`config.mk`:
```
export PLATFORM = sky130hd
export DESIGN_NAME = bbcfg_top
export DESIGN_NICKNAME = d
export VERILOG_FILES = /design/src/logic/bbcfg_pkg.sv /design/src/logic/bbcfg_tri_gen.sv /design/src/logic/bbcfg_top.sv
export SDC_FILE = /design/constraint.sdc
export NUM_CORES = 1
export LEC_CHECK = 0
export ABC_AREA = 1
export CAP_MARGIN = 20
export CORE_ASPECT_RATIO = 1.5
export CORE_UTILIZATION = 65
export CTS_CLUSTER_SIZE = 30
export DETAILED_ROUTE_END_ITERATION = 7
export DONT_BUFFER_PORTS = 1
export PLACE_DENSITY = 0.86
export RECOVER_POWER = 50
export REMOVE_ABC_BUFFERS = 1
export SLEW_MARGIN = 40
export SYNTH_ARGS = -nofsm -noshare
export SYNTH_HDL_FRONTEND = slang
export SYNTH_SLANG_ARGS = --single-unit
export TNS_END_PERCENT = 10
```
`constraint.sdc`:
```
create_clock -name CLK_IN -period 114.7 [get_ports CLK_IN]
set_clock_uncertainty 0.05 [all_clocks]
set_input_delay 5.735 -clock CLK_IN [delete_from_list [all_inputs] [get_ports CLK_IN]]
set_output_delay 5.735 -clock CLK_IN [all_outputs]
set_load 0.01 [all_outputs]
```
`src/logic/bbcfg_pkg.sv`:
```
/*
  shared constants and carriers for the buck-boost setpoint and dither configuration block.
  assumes a 25 MHz core clock and a byte-wide register port decoded by an external serial slave.
*/
`default_nettype none
package bbcfg_pkg;
  // register offsets
  localparam logic [7:0] OFS_REF_CODE = 8'h00;
  localparam logic [7:0] OFS_OUTPUT_CONTROL = 8'h01;
  localparam logic [7:0] OFS_DITHER_CONFIG = 8'h04;
  // field positions in output_control_config
  localparam int CONV_ON_BIT = 7;
  localparam int IN_RANGE_BIT = 6;
  localparam int RAMP_STEP_LSB = 3;
  localparam int FB_DIV_LSB = 0;
  // field positions in frequency_dither_config
  localparam int DITH_EN_BIT = 7;
  localparam int DITH_SPAN_LSB = 4;
  localparam int DITH_RATE_LSB = 0;
  // fallback values if no programmed defaults arrive
  localparam logic [7:0] REF_CODE_RST = 8'h00;
  localparam logic [7:0] OUT_CTRL_RST = 8'h00;
  localparam logic [7:0] DITH_CFG_RST = 8'h00;
  // setpoint resolution in microvolts per code
  localparam int REF_LSB_UV = 10000;
  // clock rate and ramp step times in nanoseconds
  localparam int CLK_HZ = 25000000;
  localparam int CLK_NS = 40;
  localparam int STEP_NS_0 = 20000;
  localparam int STEP_NS_1 = 41670;
  localparam int STEP_NS_2 = 83330;
  localparam int STEP_NS_3 = 166670;
  localparam logic [15:0] STEP_CYC_0 = 16'((STEP_NS_0 + CLK_NS - 1) / CLK_NS);
  localparam logic [15:0] STEP_CYC_1 = 16'((STEP_NS_1 + CLK_NS - 1) / CLK_NS);
  localparam logic [15:0] STEP_CYC_2 = 16'((STEP_NS_2 + CLK_NS - 1) / CLK_NS);
  localparam logic [15:0] STEP_CYC_3 = 16'((STEP_NS_3 + CLK_NS - 1) / CLK_NS);
  // spans in tenths of a percent
  localparam logic [9:0] SPAN_PM_0 = 10'd30;
  localparam logic [9:0] SPAN_PM_1 = 10'd50;
  localparam logic [9:0] SPAN_PM_2 = 10'd100;
  localparam logic [9:0] SPAN_PM_3 = 10'd125;
  localparam logic [9:0] SPAN_PM_4 = 10'd200;
  localparam logic [9:0] SPAN_PM_5 = 10'd250;
  localparam logic [9:0] SPAN_PM_6 = 10'd300;
  // modulation frequencies in hertz
  localparam int RATE_HZ_0 = 250;
  localparam int RATE_HZ_1 = 500;
  localparam int RATE_HZ_2 = 1000;
  localparam int RATE_HZ_3 = 2000;
  localparam int RATE_HZ_4 = 3000;
  localparam int RATE_HZ_5 = 4000;
  localparam int RATE_HZ_6 = 8000;
  localparam int RATE_HZ_7 = 9000;
  // triangle: 2*span steps per sweep, 4*span per period, span in tenths of a percent
  localparam int TRI_STEPS_PER_PM = 2;

  typedef struct packed {
    logic converter_on;
    logic input_range_select;
    logic reserved_bit;
    logic [1:0] ramp_step_time;
    logic [2:0] feedback_divide_select;
  } out_ctrl_t;

  typedef struct packed {
    logic dither_enable;
    logic [2:0] dither_span;
    logic reserved_bit;
    logic [2:0] dither_rate;
  } dith_cfg_t;

  typedef struct packed {
    logic wr;
    logic rd;
    logic [7:0] addr;
    logic [7:0] wdata;
  } reg_req_t;
endpackage
`default_nettype wire

```
`src/logic/bbcfg_tri_gen.sv`:
```
/*
  triangle generator for frequency dither: signed offset in tenths of a percent.
  assumes span and step period are static between reconfigurations; changes apply to the running sweep without a restart.
*/
`default_nettype none
module bbcfg_tri_gen (
  input wire logic clk,
  input wire logic rst_b,
  input wire logic run,
  input wire logic [9:0] span,
  input wire logic [15:0] tick_cycles,
  output logic signed [10:0] offset
);
  typedef enum logic [0:0] {TRI_UP = 1'b0, TRI_DOWN = 1'b1} tri_dir_t;
  tri_dir_t dir_r, dir_nxt;
  logic [15:0] tick_r, tick_nxt;
  logic signed [10:0] off_r, off_nxt;
  logic signed [10:0] hi;

  assign hi = signed'({1'b0, span});
  assign offset = off_r;

  always_comb begin
    dir_nxt = dir_r;
    tick_nxt = tick_r;
    off_nxt = off_r;
    if (!run) begin
      // park at the bottom so an enable starts from the lowest frequency
      dir_nxt = TRI_UP;
      tick_nxt = 16'h0000;
      off_nxt = -hi;
    end else if (tick_r >= tick_cycles) begin
      tick_nxt = 16'h0000;
      unique case (dir_r)
        TRI_UP: begin
          if (off_r >= hi) begin
            dir_nxt = TRI_DOWN;
            off_nxt = off_r - 11'sd1;
          end else begin
            off_nxt = off_r + 11'sd1;
          end
        end
        TRI_DOWN: begin
          if (off_r <= -hi) begin
            dir_nxt = TRI_UP;
            off_nxt = off_r + 11'sd1;
          end else begin
            off_nxt = off_r - 11'sd1;
          end
        end
      endcase
    end else begin
      tick_nxt = tick_r + 16'h0001;
    end
  end

  always_ff @(posedge clk or negedge rst_b) begin
    if (!rst_b) begin
      dir_r <= TRI_UP;
      tick_r <= 16'h0000;
      off_r <= 11'sh000;
    end else begin
      dir_r <= dir_nxt;
      tick_r <= tick_nxt;
      off_r <= off_nxt;
    end
  end
endmodule
`default_nettype wire

```
`src/logic/bbcfg_top.sv`:
```
/*
  configuration logic of a four-switch buck-boost converter: setpoint, ramp, enables and dither.
  assumes a serial slave on the same clock delivers byte register accesses; the otp loader
  presents its defaults with a load strobe; the sync pin detector is asynchronous.
*/
`default_nettype none
module bbcfg_top (
  // clock and reset
  input wire logic CLK_IN,
  input wire logic RST_B_IN,
  // register port from serial slave
  input wire logic REG_WR_IN,
  input wire logic REG_RD_IN,
  input wire logic [7:0] REG_ADDR_IN,
  input wire logic [7:0] REG_WDATA_IN,
  output logic [7:0] REG_RDATA_OUT,
  // programmed defaults
  input wire logic OTP_LOAD_IN,
  input wire logic [7:0] OTP_REF_IN,
  input wire logic [7:0] OTP_CTRL_IN,
  input wire logic [7:0] OTP_DITH_IN,
  // sync pin status
  input wire logic SYNC_MODE_IN,
  input wire logic SYNC_CLK_PRESENT_IN,
  // power stage controls
  output logic CONVERTER_ON_OUT,
  output logic LOW_INPUT_OUT,
  output logic [7:0] REF_STEP_OUT,
  output logic [2:0] FEEDBACK_DIVIDE_OUT,
  output logic [15:0] VOUT_TARGET_MV_OUT,
  output logic DITHER_ACTIVE_OUT,
  output logic signed [10:0] FREQ_OFFSET_PM_OUT
);
  bbcfg_pkg::reg_req_t req;
  bbcfg_pkg::out_ctrl_t ctrl_r, ctrl_nxt;
  bbcfg_pkg::dith_cfg_t dith_r, dith_nxt;
  logic [7:0] ref_r, ref_nxt;
  logic [7:0] step_r, step_nxt;
  logic [15:0] ramp_cnt_r, ramp_cnt_nxt;
  logic [7:0] rdata_r, rdata_nxt;
  logic [15:0] vout_r, vout_nxt;
  logic sync_m_r, sync_s_r, mode_m_r, mode_s_r;
  logic dith_run_r, dith_run_nxt;
  logic [15:0] step_cycles;
  logic [4:0] div_factor;
  logic [9:0] span_pm;
  logic [15:0] tri_tick;
  logic signed [10:0] tri_offset;
  logic signed [10:0] freq_off_r, freq_off_nxt;
  logic [31:0] vout_prod;
  int rate_hz;

  assign req = '{wr: REG_WR_IN, rd: REG_RD_IN, addr: REG_ADDR_IN, wdata: REG_WDATA_IN};

  // field decodes
  always_comb begin
    unique case (ctrl_r.ramp_step_time)
      2'd0: step_cycles = bbcfg_pkg::STEP_CYC_0;
      2'd1: step_cycles = bbcfg_pkg::STEP_CYC_1;
      2'd2: step_cycles = bbcfg_pkg::STEP_CYC_2;
      2'd3: step_cycles = bbcfg_pkg::STEP_CYC_3;
    endcase
    unique case (ctrl_r.feedback_divide_select)
      3'd0: div_factor = 5'd1;
      3'd1: div_factor = 5'd2;
      3'd2: div_factor = 5'd3;
      3'd3: div_factor = 5'd5;
      3'd4: div_factor = 5'd10;
      3'd5: div_factor = 5'd20;
      default: div_factor = 5'd30;
    endcase
    unique case (dith_r.dither_span)
      3'd0: span_pm = bbcfg_pkg::SPAN_PM_0;
      3'd1: span_pm = bbcfg_pkg::SPAN_PM_1;
      3'd2: span_pm = bbcfg_pkg::SPAN_PM_2;
      3'd3: span_pm = bbcfg_pkg::SPAN_PM_3;
      3'd4: span_pm = bbcfg_pkg::SPAN_PM_4;
      3'd5: span_pm = bbcfg_pkg::SPAN_PM_5;
      default: span_pm = bbcfg_pkg::SPAN_PM_6;
    endcase
    unique case (dith_r.dither_rate)
      3'd0: rate_hz = bbcfg_pkg::RATE_HZ_0;
      3'd1: rate_hz = bbcfg_pkg::RATE_HZ_1;
      3'd2: rate_hz = bbcfg_pkg::RATE_HZ_2;
      3'd3: rate_hz = bbcfg_pkg::RATE_HZ_3;
      3'd4: rate_hz = bbcfg_pkg::RATE_HZ_4;
      3'd5: rate_hz = bbcfg_pkg::RATE_HZ_5;
      3'd6: rate_hz = bbcfg_pkg::RATE_HZ_6;
      3'd7: rate_hz = bbcfg_pkg::RATE_HZ_7;
    endcase
    // cycles per triangle step: period spread over 4*span unit steps, minus the step cycle
    tri_tick = 16'(bbcfg_pkg::CLK_HZ / (rate_hz * bbcfg_pkg::TRI_STEPS_PER_PM * 2
                                          * int'(span_pm)) - 1);
  end

  // register file and read path
  always_comb begin
    ctrl_nxt = ctrl_r;
    dith_nxt = dith_r;
    ref_nxt = ref_r;
    rdata_nxt = rdata_r;
    if (OTP_LOAD_IN) begin
      ref_nxt = OTP_REF_IN;
      ctrl_nxt = bbcfg_pkg::out_ctrl_t'(OTP_CTRL_IN);
      dith_nxt = bbcfg_pkg::dith_cfg_t'(OTP_DITH_IN);
    end else if (req.wr) begin
      unique case (req.addr)
        bbcfg_pkg::OFS_REF_CODE: ref_nxt = req.wdata;
        bbcfg_pkg::OFS_OUTPUT_CONTROL: ctrl_nxt = bbcfg_pkg::out_ctrl_t'(req.wdata);
        bbcfg_pkg::OFS_DITHER_CONFIG: dith_nxt = bbcfg_pkg::dith_cfg_t'(req.wdata);
        default: ;
      endcase
    end
    if (req.rd) begin
      unique case (req.addr)
        bbcfg_pkg::OFS_REF_CODE: rdata_nxt = ref_r;
        bbcfg_pkg::OFS_OUTPUT_CONTROL: rdata_nxt = ctrl_r;
        bbcfg_pkg::OFS_DITHER_CONFIG: rdata_nxt = dith_r;
        default: rdata_nxt = 8'h00;
      endcase
    end
  end

  always_ff @(posedge CLK_IN or negedge RST_B_IN) begin
    if (!RST_B_IN) begin
      ctrl_r <= bbcfg_pkg::out_ctrl_t'(bbcfg_pkg::OUT_CTRL_RST);
      dith_r <= bbcfg_pkg::dith_cfg_t'(bbcfg_pkg::DITH_CFG_RST);
      ref_r <= bbcfg_pkg::REF_CODE_RST;
      rdata_r <= 8'h00;
      sync_m_r <= 1'b0;
      sync_s_r <= 1'b0;
      mode_m_r <= 1'b0;
      mode_s_r <= 1'b0;
    end else begin
      ctrl_r <= ctrl_nxt;
      dith_r <= dith_nxt;
      ref_r <= ref_nxt;
      rdata_r <= rdata_nxt;
      sync_m_r <= SYNC_CLK_PRESENT_IN;
      sync_s_r <= sync_m_r;
      mode_m_r <= SYNC_MODE_IN;
      mode_s_r <= mode_m_r;
    end
  end

  // setpoint ramp, target voltage and dither output
  always_comb begin
    step_nxt = step_r;
    ramp_cnt_nxt = ramp_cnt_r;
    // soft start from zero when off; moves one code per step time toward the reference
    if (!ctrl_r.converter_on) begin
      step_nxt = 8'h00;
      ramp_cnt_nxt = 16'h0000;
    end else if (step_r == ref_r) begin
      ramp_cnt_nxt = 16'h0000;
    end else if (ramp_cnt_r >= step_cycles - 16'h0001) begin
      ramp_cnt_nxt = 16'h0000;
      step_nxt = (step_r < ref_r) ? step_r + 8'h01 : step_r - 8'h01;
    end else begin
      ramp_cnt_nxt = ramp_cnt_r + 16'h0001;
    end
    // in mV: code*10mV*div; widest is 255*10*30 = 76500, clipped to 16 bits by saturation
    vout_prod = 32'(step_r) * 32'(bbcfg_pkg::REF_LSB_UV / 1000) * 32'(div_factor);
    vout_nxt = (vout_prod > 32'h0000_FFFF) ? 16'hFFFF : vout_prod[15:0];
    dith_run_nxt = dith_r.dither_enable && !(mode_s_r && sync_s_r);
    // flopped output trails dither_active by one cycle
    freq_off_nxt = dith_run_r ? tri_offset : 11'sh000;
  end

  always_ff @(posedge CLK_IN or negedge RST_B_IN) begin
    if (!RST_B_IN) begin
      step_r <= 8'h00;
      ramp_cnt_r <= 16'h0000;
      vout_r <= 16'h0000;
      dith_run_r <= 1'b0;
      freq_off_r <= 11'sh000;
    end else begin
      step_r <= step_nxt;
      ramp_cnt_r <= ramp_cnt_nxt;
      vout_r <= vout_nxt;
      dith_run_r <= dith_run_nxt;
      freq_off_r <= freq_off_nxt;
    end
  end

  bbcfg_tri_gen u_tri (
    .clk(CLK_IN),
    .rst_b(RST_B_IN),
    .run(dith_run_r),
    .span(span_pm),
    .tick_cycles(tri_tick),
    .offset(tri_offset)
  );

  // outputs straight from flip-flops
  assign REG_RDATA_OUT = rdata_r;
  assign CONVERTER_ON_OUT = ctrl_r.converter_on;
  assign LOW_INPUT_OUT = ctrl_r.input_range_select;
  assign REF_STEP_OUT = step_r;
  assign FEEDBACK_DIVIDE_OUT = ctrl_r.feedback_divide_select;
  assign VOUT_TARGET_MV_OUT = vout_r;
  assign DITHER_ACTIVE_OUT = dith_run_r;
  // offset held at zero when dither is off so the frequency stays fixed
  assign FREQ_OFFSET_PM_OUT = freq_off_r;
endmodule
`default_nettype wire

```
==> results.sh <==
export IMPL_drive_gt1_share_pct=5.688
export IMPL_min_from="mode_m_r"
export IMPL_hold_violations=0
export IMPL_first_global_vias=34910
export IMPL_crit_type="reg2reg"
export IMPL_cts_tree="yes"
export IMPL_crit_path_frequent_cell="nand2_1"
export IMPL_gp_congestion=0.9878
export IMPL_max_freq_ghz=0.01197
export IMPL_critPathMaxStageDelay_ns=0.75
export IMPL_yosys_most_used_dff="dfrtp_1"
export IMPL_min_to="mode_s_r"
export IMPL_die_h_um=284.2
export IMPL_finalWirelength_um=105600
export IMPL_core_area_um2=52580
export IMPL_track_usage_pct=39.07
export IMPL_die_area_um2=54040
export IMPL_antenna_found_initial=2
export IMPL_cts_hold_buf=0
export IMPL_finalNetCount=5984
export IMPL_rr_startpoint="dith_r[5]"
export IMPL_ios=96
export IMPL_slew_violations=17
export IMPL_clk_latency_ns=0.43
export IMPL_maxCapViolCount=1
export IMPL_post_cts_buffers=0
export IMPL_worstReg2RegEnd="u_tri.tick_r[2]"
export IMPL_grt_ovfl_total=0
export IMPL_fill_cells=4706
export IMPL_cts_buffer_depth=2
export IMPL_synth_seq_cells=116
export IMPL_dieWidth_um=190.1
export IMPL_clkSinkCount=116
export IMPL_slew_headroom_pct=-22.57
export IMPL_initial_core_util_pct=65.64
export IMPL_setup_viol=0
export IMPL_dp_hpwl_um=82660
export IMPL_r2r_slack_ns=31.14
export IMPL_start_kind="flop"
export IMPL_syn_avg_cell_area_um2=6.516
export IMPL_netlist_area_um2=34510
export IMPL_setup_tns_final_ns=0
export IMPL_ctsRootBufferMaster="clkbuf_16"
export IMPL_drc=0
export IMPL_rows=103
export IMPL_ctsResizeCount=0
export IMPL_ys_warn_count=0
export IMPL_rsz0062_at_grt="false"
export IMPL_ant_nets=0
export IMPL_worst_r2r_path_depth=540
export IMPL_grt_max_degree=117
export IMPL_vias=35470
export IMPL_htreeDepth=4
export IMPL_violations="capacitance limit, slew limit"
export IMPL_cts_made_buffers=17
export IMPL_wl_per_cell_um=17.77
export IMPL_cp_top_family="simple AND/OR/NAND/NOR gates"
export IMPL_hold_class="reg2reg"
export IMPL_drt_iter0_markers=2339
export IMPL_grt_pass1_wl_um=169800
export IMPL_synthArstFlopShare_pct=100.0
export IMPL_cp_slowest_cell="o21ai_0"
export IMPL_path_buf_inv=61
export IMPL_worst_slew_pin_slew_ns=1.819
export IMPL_startpoint="dith_r[5]"
export IMPL_seq_area_frac_synth_pct=8.410
export IMPL_worstPathArrival_ns=83.86
export IMPL_cp_required_ns=115.00
export IMPL_outcome="finished with violations"
export IMPL_first_pass_iters=6
export IMPL_synth_edf_count=0
export IMPL_crit_fanout=42
export IMPL_via_per_inst=5.971
export IMPL_cp_end_kind="flop"
export IMPL_portBuffers=0
export IMPL_synthCells=5297
export IMPL_area_growth_pct=3.633
export IMPL_cts_clk_slew_worst_paths_ns=0.06
export IMPL_period_share_pct=72.85
export IMPL_period_minus_slack_ns=83.56
export IMPL_min_delay_path_depth=0
export IMPL_synth_cell_types=78
[synth_stat cells (66+ instances only)]
library cell | count | share of area (%)
nand2_1 | 1194 | 13
o21ai_1 | 66 | 0.96
o21ai_0 | 271 | 3.9
fa_1 | 108 | 6.3
inv_1 | 761 | 8.3
xor2_1 | 181 | 4.6
a21oi_1 | 472 | 6.8
nand3_1 | 243 | 3.5
nor2_1 | 448 | 4.9
ha_1 | 585 | 21
dfrtp_1 | 116 | 8.4
xnor2_1 | 153 | 3.9
[placed cells by master, fill, tap and decap left out, types with 14 or more instances in the layout]
| master | Yosys | final |
|---|---|---|
| dfrtp_1 | 116 | 116 |
| or2_2 | 58 | 58 |
| a21oi_1 | 472 | 472 |
| inv_2 | 21 | 23 |
| o31ai_1 | 15 | 15 |
| o21bai_1 | 56 | 56 |
| fa_1 | 108 | 108 |
| buf_4 | 10 | 23 |
| a31oi_1 | 23 | 23 |
| nand2_2 | 43 | 43 |
| nand2_1 | 1194 | 1194 |
| nand3_2 | 24 | 24 |
| o21ai_1 | 66 | 72 |
| ha_1 | 585 | 585 |
| nor2_2 | 11 | 14 |
| clkbuf_16 | 0 | 17 |
| a211oi_1 | 14 | 14 |
| o211ai_1 | 21 | 21 |
| o21ai_0 | 271 | 265 |
| xnor2_1 | 153 | 149 |
| nor3_1 | 53 | 53 |
| nand3_1 | 243 | 243 |
| a21o_1 | 45 | 45 |
| inv_1 | 761 | 758 |
| xor2_1 | 181 | 181 |
| nand4_1 | 43 | 43 |
| nor2_1 | 448 | 445 |
[flip-flops by register name, indices dropped and copies added, names as in the netlist, 3 cells and up]
| name | count |
|---|---|
| dith_r | 8 |
| u_tri.offset | 11 |
| REG_RDATA_OUT | 8 |
| REF_STEP_OUT | 8 |
| u_tri.tick_r | 16 |
| ref_r | 8 |
| VOUT_TARGET_MV_OUT | 16 |
| ctrl_r | 3 |
| FEEDBACK_DIVIDE_OUT | 3 |
| FREQ_OFFSET_PM_OUT | 11 |
| ramp_cnt_r | 16 |
[worst max-delay path by stage]
stage / to / cells past startpoint
global placement: u_tri.tick_r[4] / 542
detailed placement: u_tri.tick_r[2] / 539
global route: u_tri.tick_r[2] / 539
floorplan: u_tri.tick_r[2] / 540
finish: u_tri.tick_r[2] / 540
CTS: u_tri.tick_r[2] / 542
[kinds of logic after synthesis]
kind of cell / count (synthesis) / synth area share (%)
simple gates: 2190 / 27.73
fa+ha+maj: 693 / 27.47
flops: 116 / 8.410
mux: 5 / 0.2175
xor+xnor: 337 / 8.617
other cells: 2 / 0.02176
compound gates: 1059 / 17.44
buf+inv: 895 / 10.10
[layout make-up]
type                       count  area, um2  area share (%)
antenna                        1      2.502        0.006996
clock buffer                  17      425.4           1.189
clock inverter                15      195.2          0.5457
inverter                     795       2987           8.350
multi-input combinational   4289      28210           78.87
sequential                   116       2903           8.116
tap                          682      853.3           2.386
timing repair buffer          25      191.4          0.5352
[stage by stage]
step | setup slack (ns) | util, % | std cells | hold WS [ns] | area (um2)
after CTS | 31.96 | 67.96 | 5938 | 0.3014 | 35740
after global placement | 34.89 | 66.77 | 5906 | 0.2815 | 35110
after detailed placement | 32.28 | 66.78 | 5906 | 0.2858 | 35110
after global routing | 21.87 | 68.03 | 5940 | 0.3058 | 35770
final | 31.14 | 68.03 | 5940 | 0.2986 | 35770
after floorplan | 40.19 | - | 5200 | 0.2812 | 34030
[metal layers]
metal	track usage (%)	up-vias	wire, um
met3	7.137	541	7214
li1	-	17300	-
met5	0	-	13
met2	68.40	1402	50620
met1	40.08	16230	37780
met4	32.42	2	9945
Power is left out: the tool's default activity adds up to more than one toggle a clock period on the data nets, which glitch-free logic cannot reach.
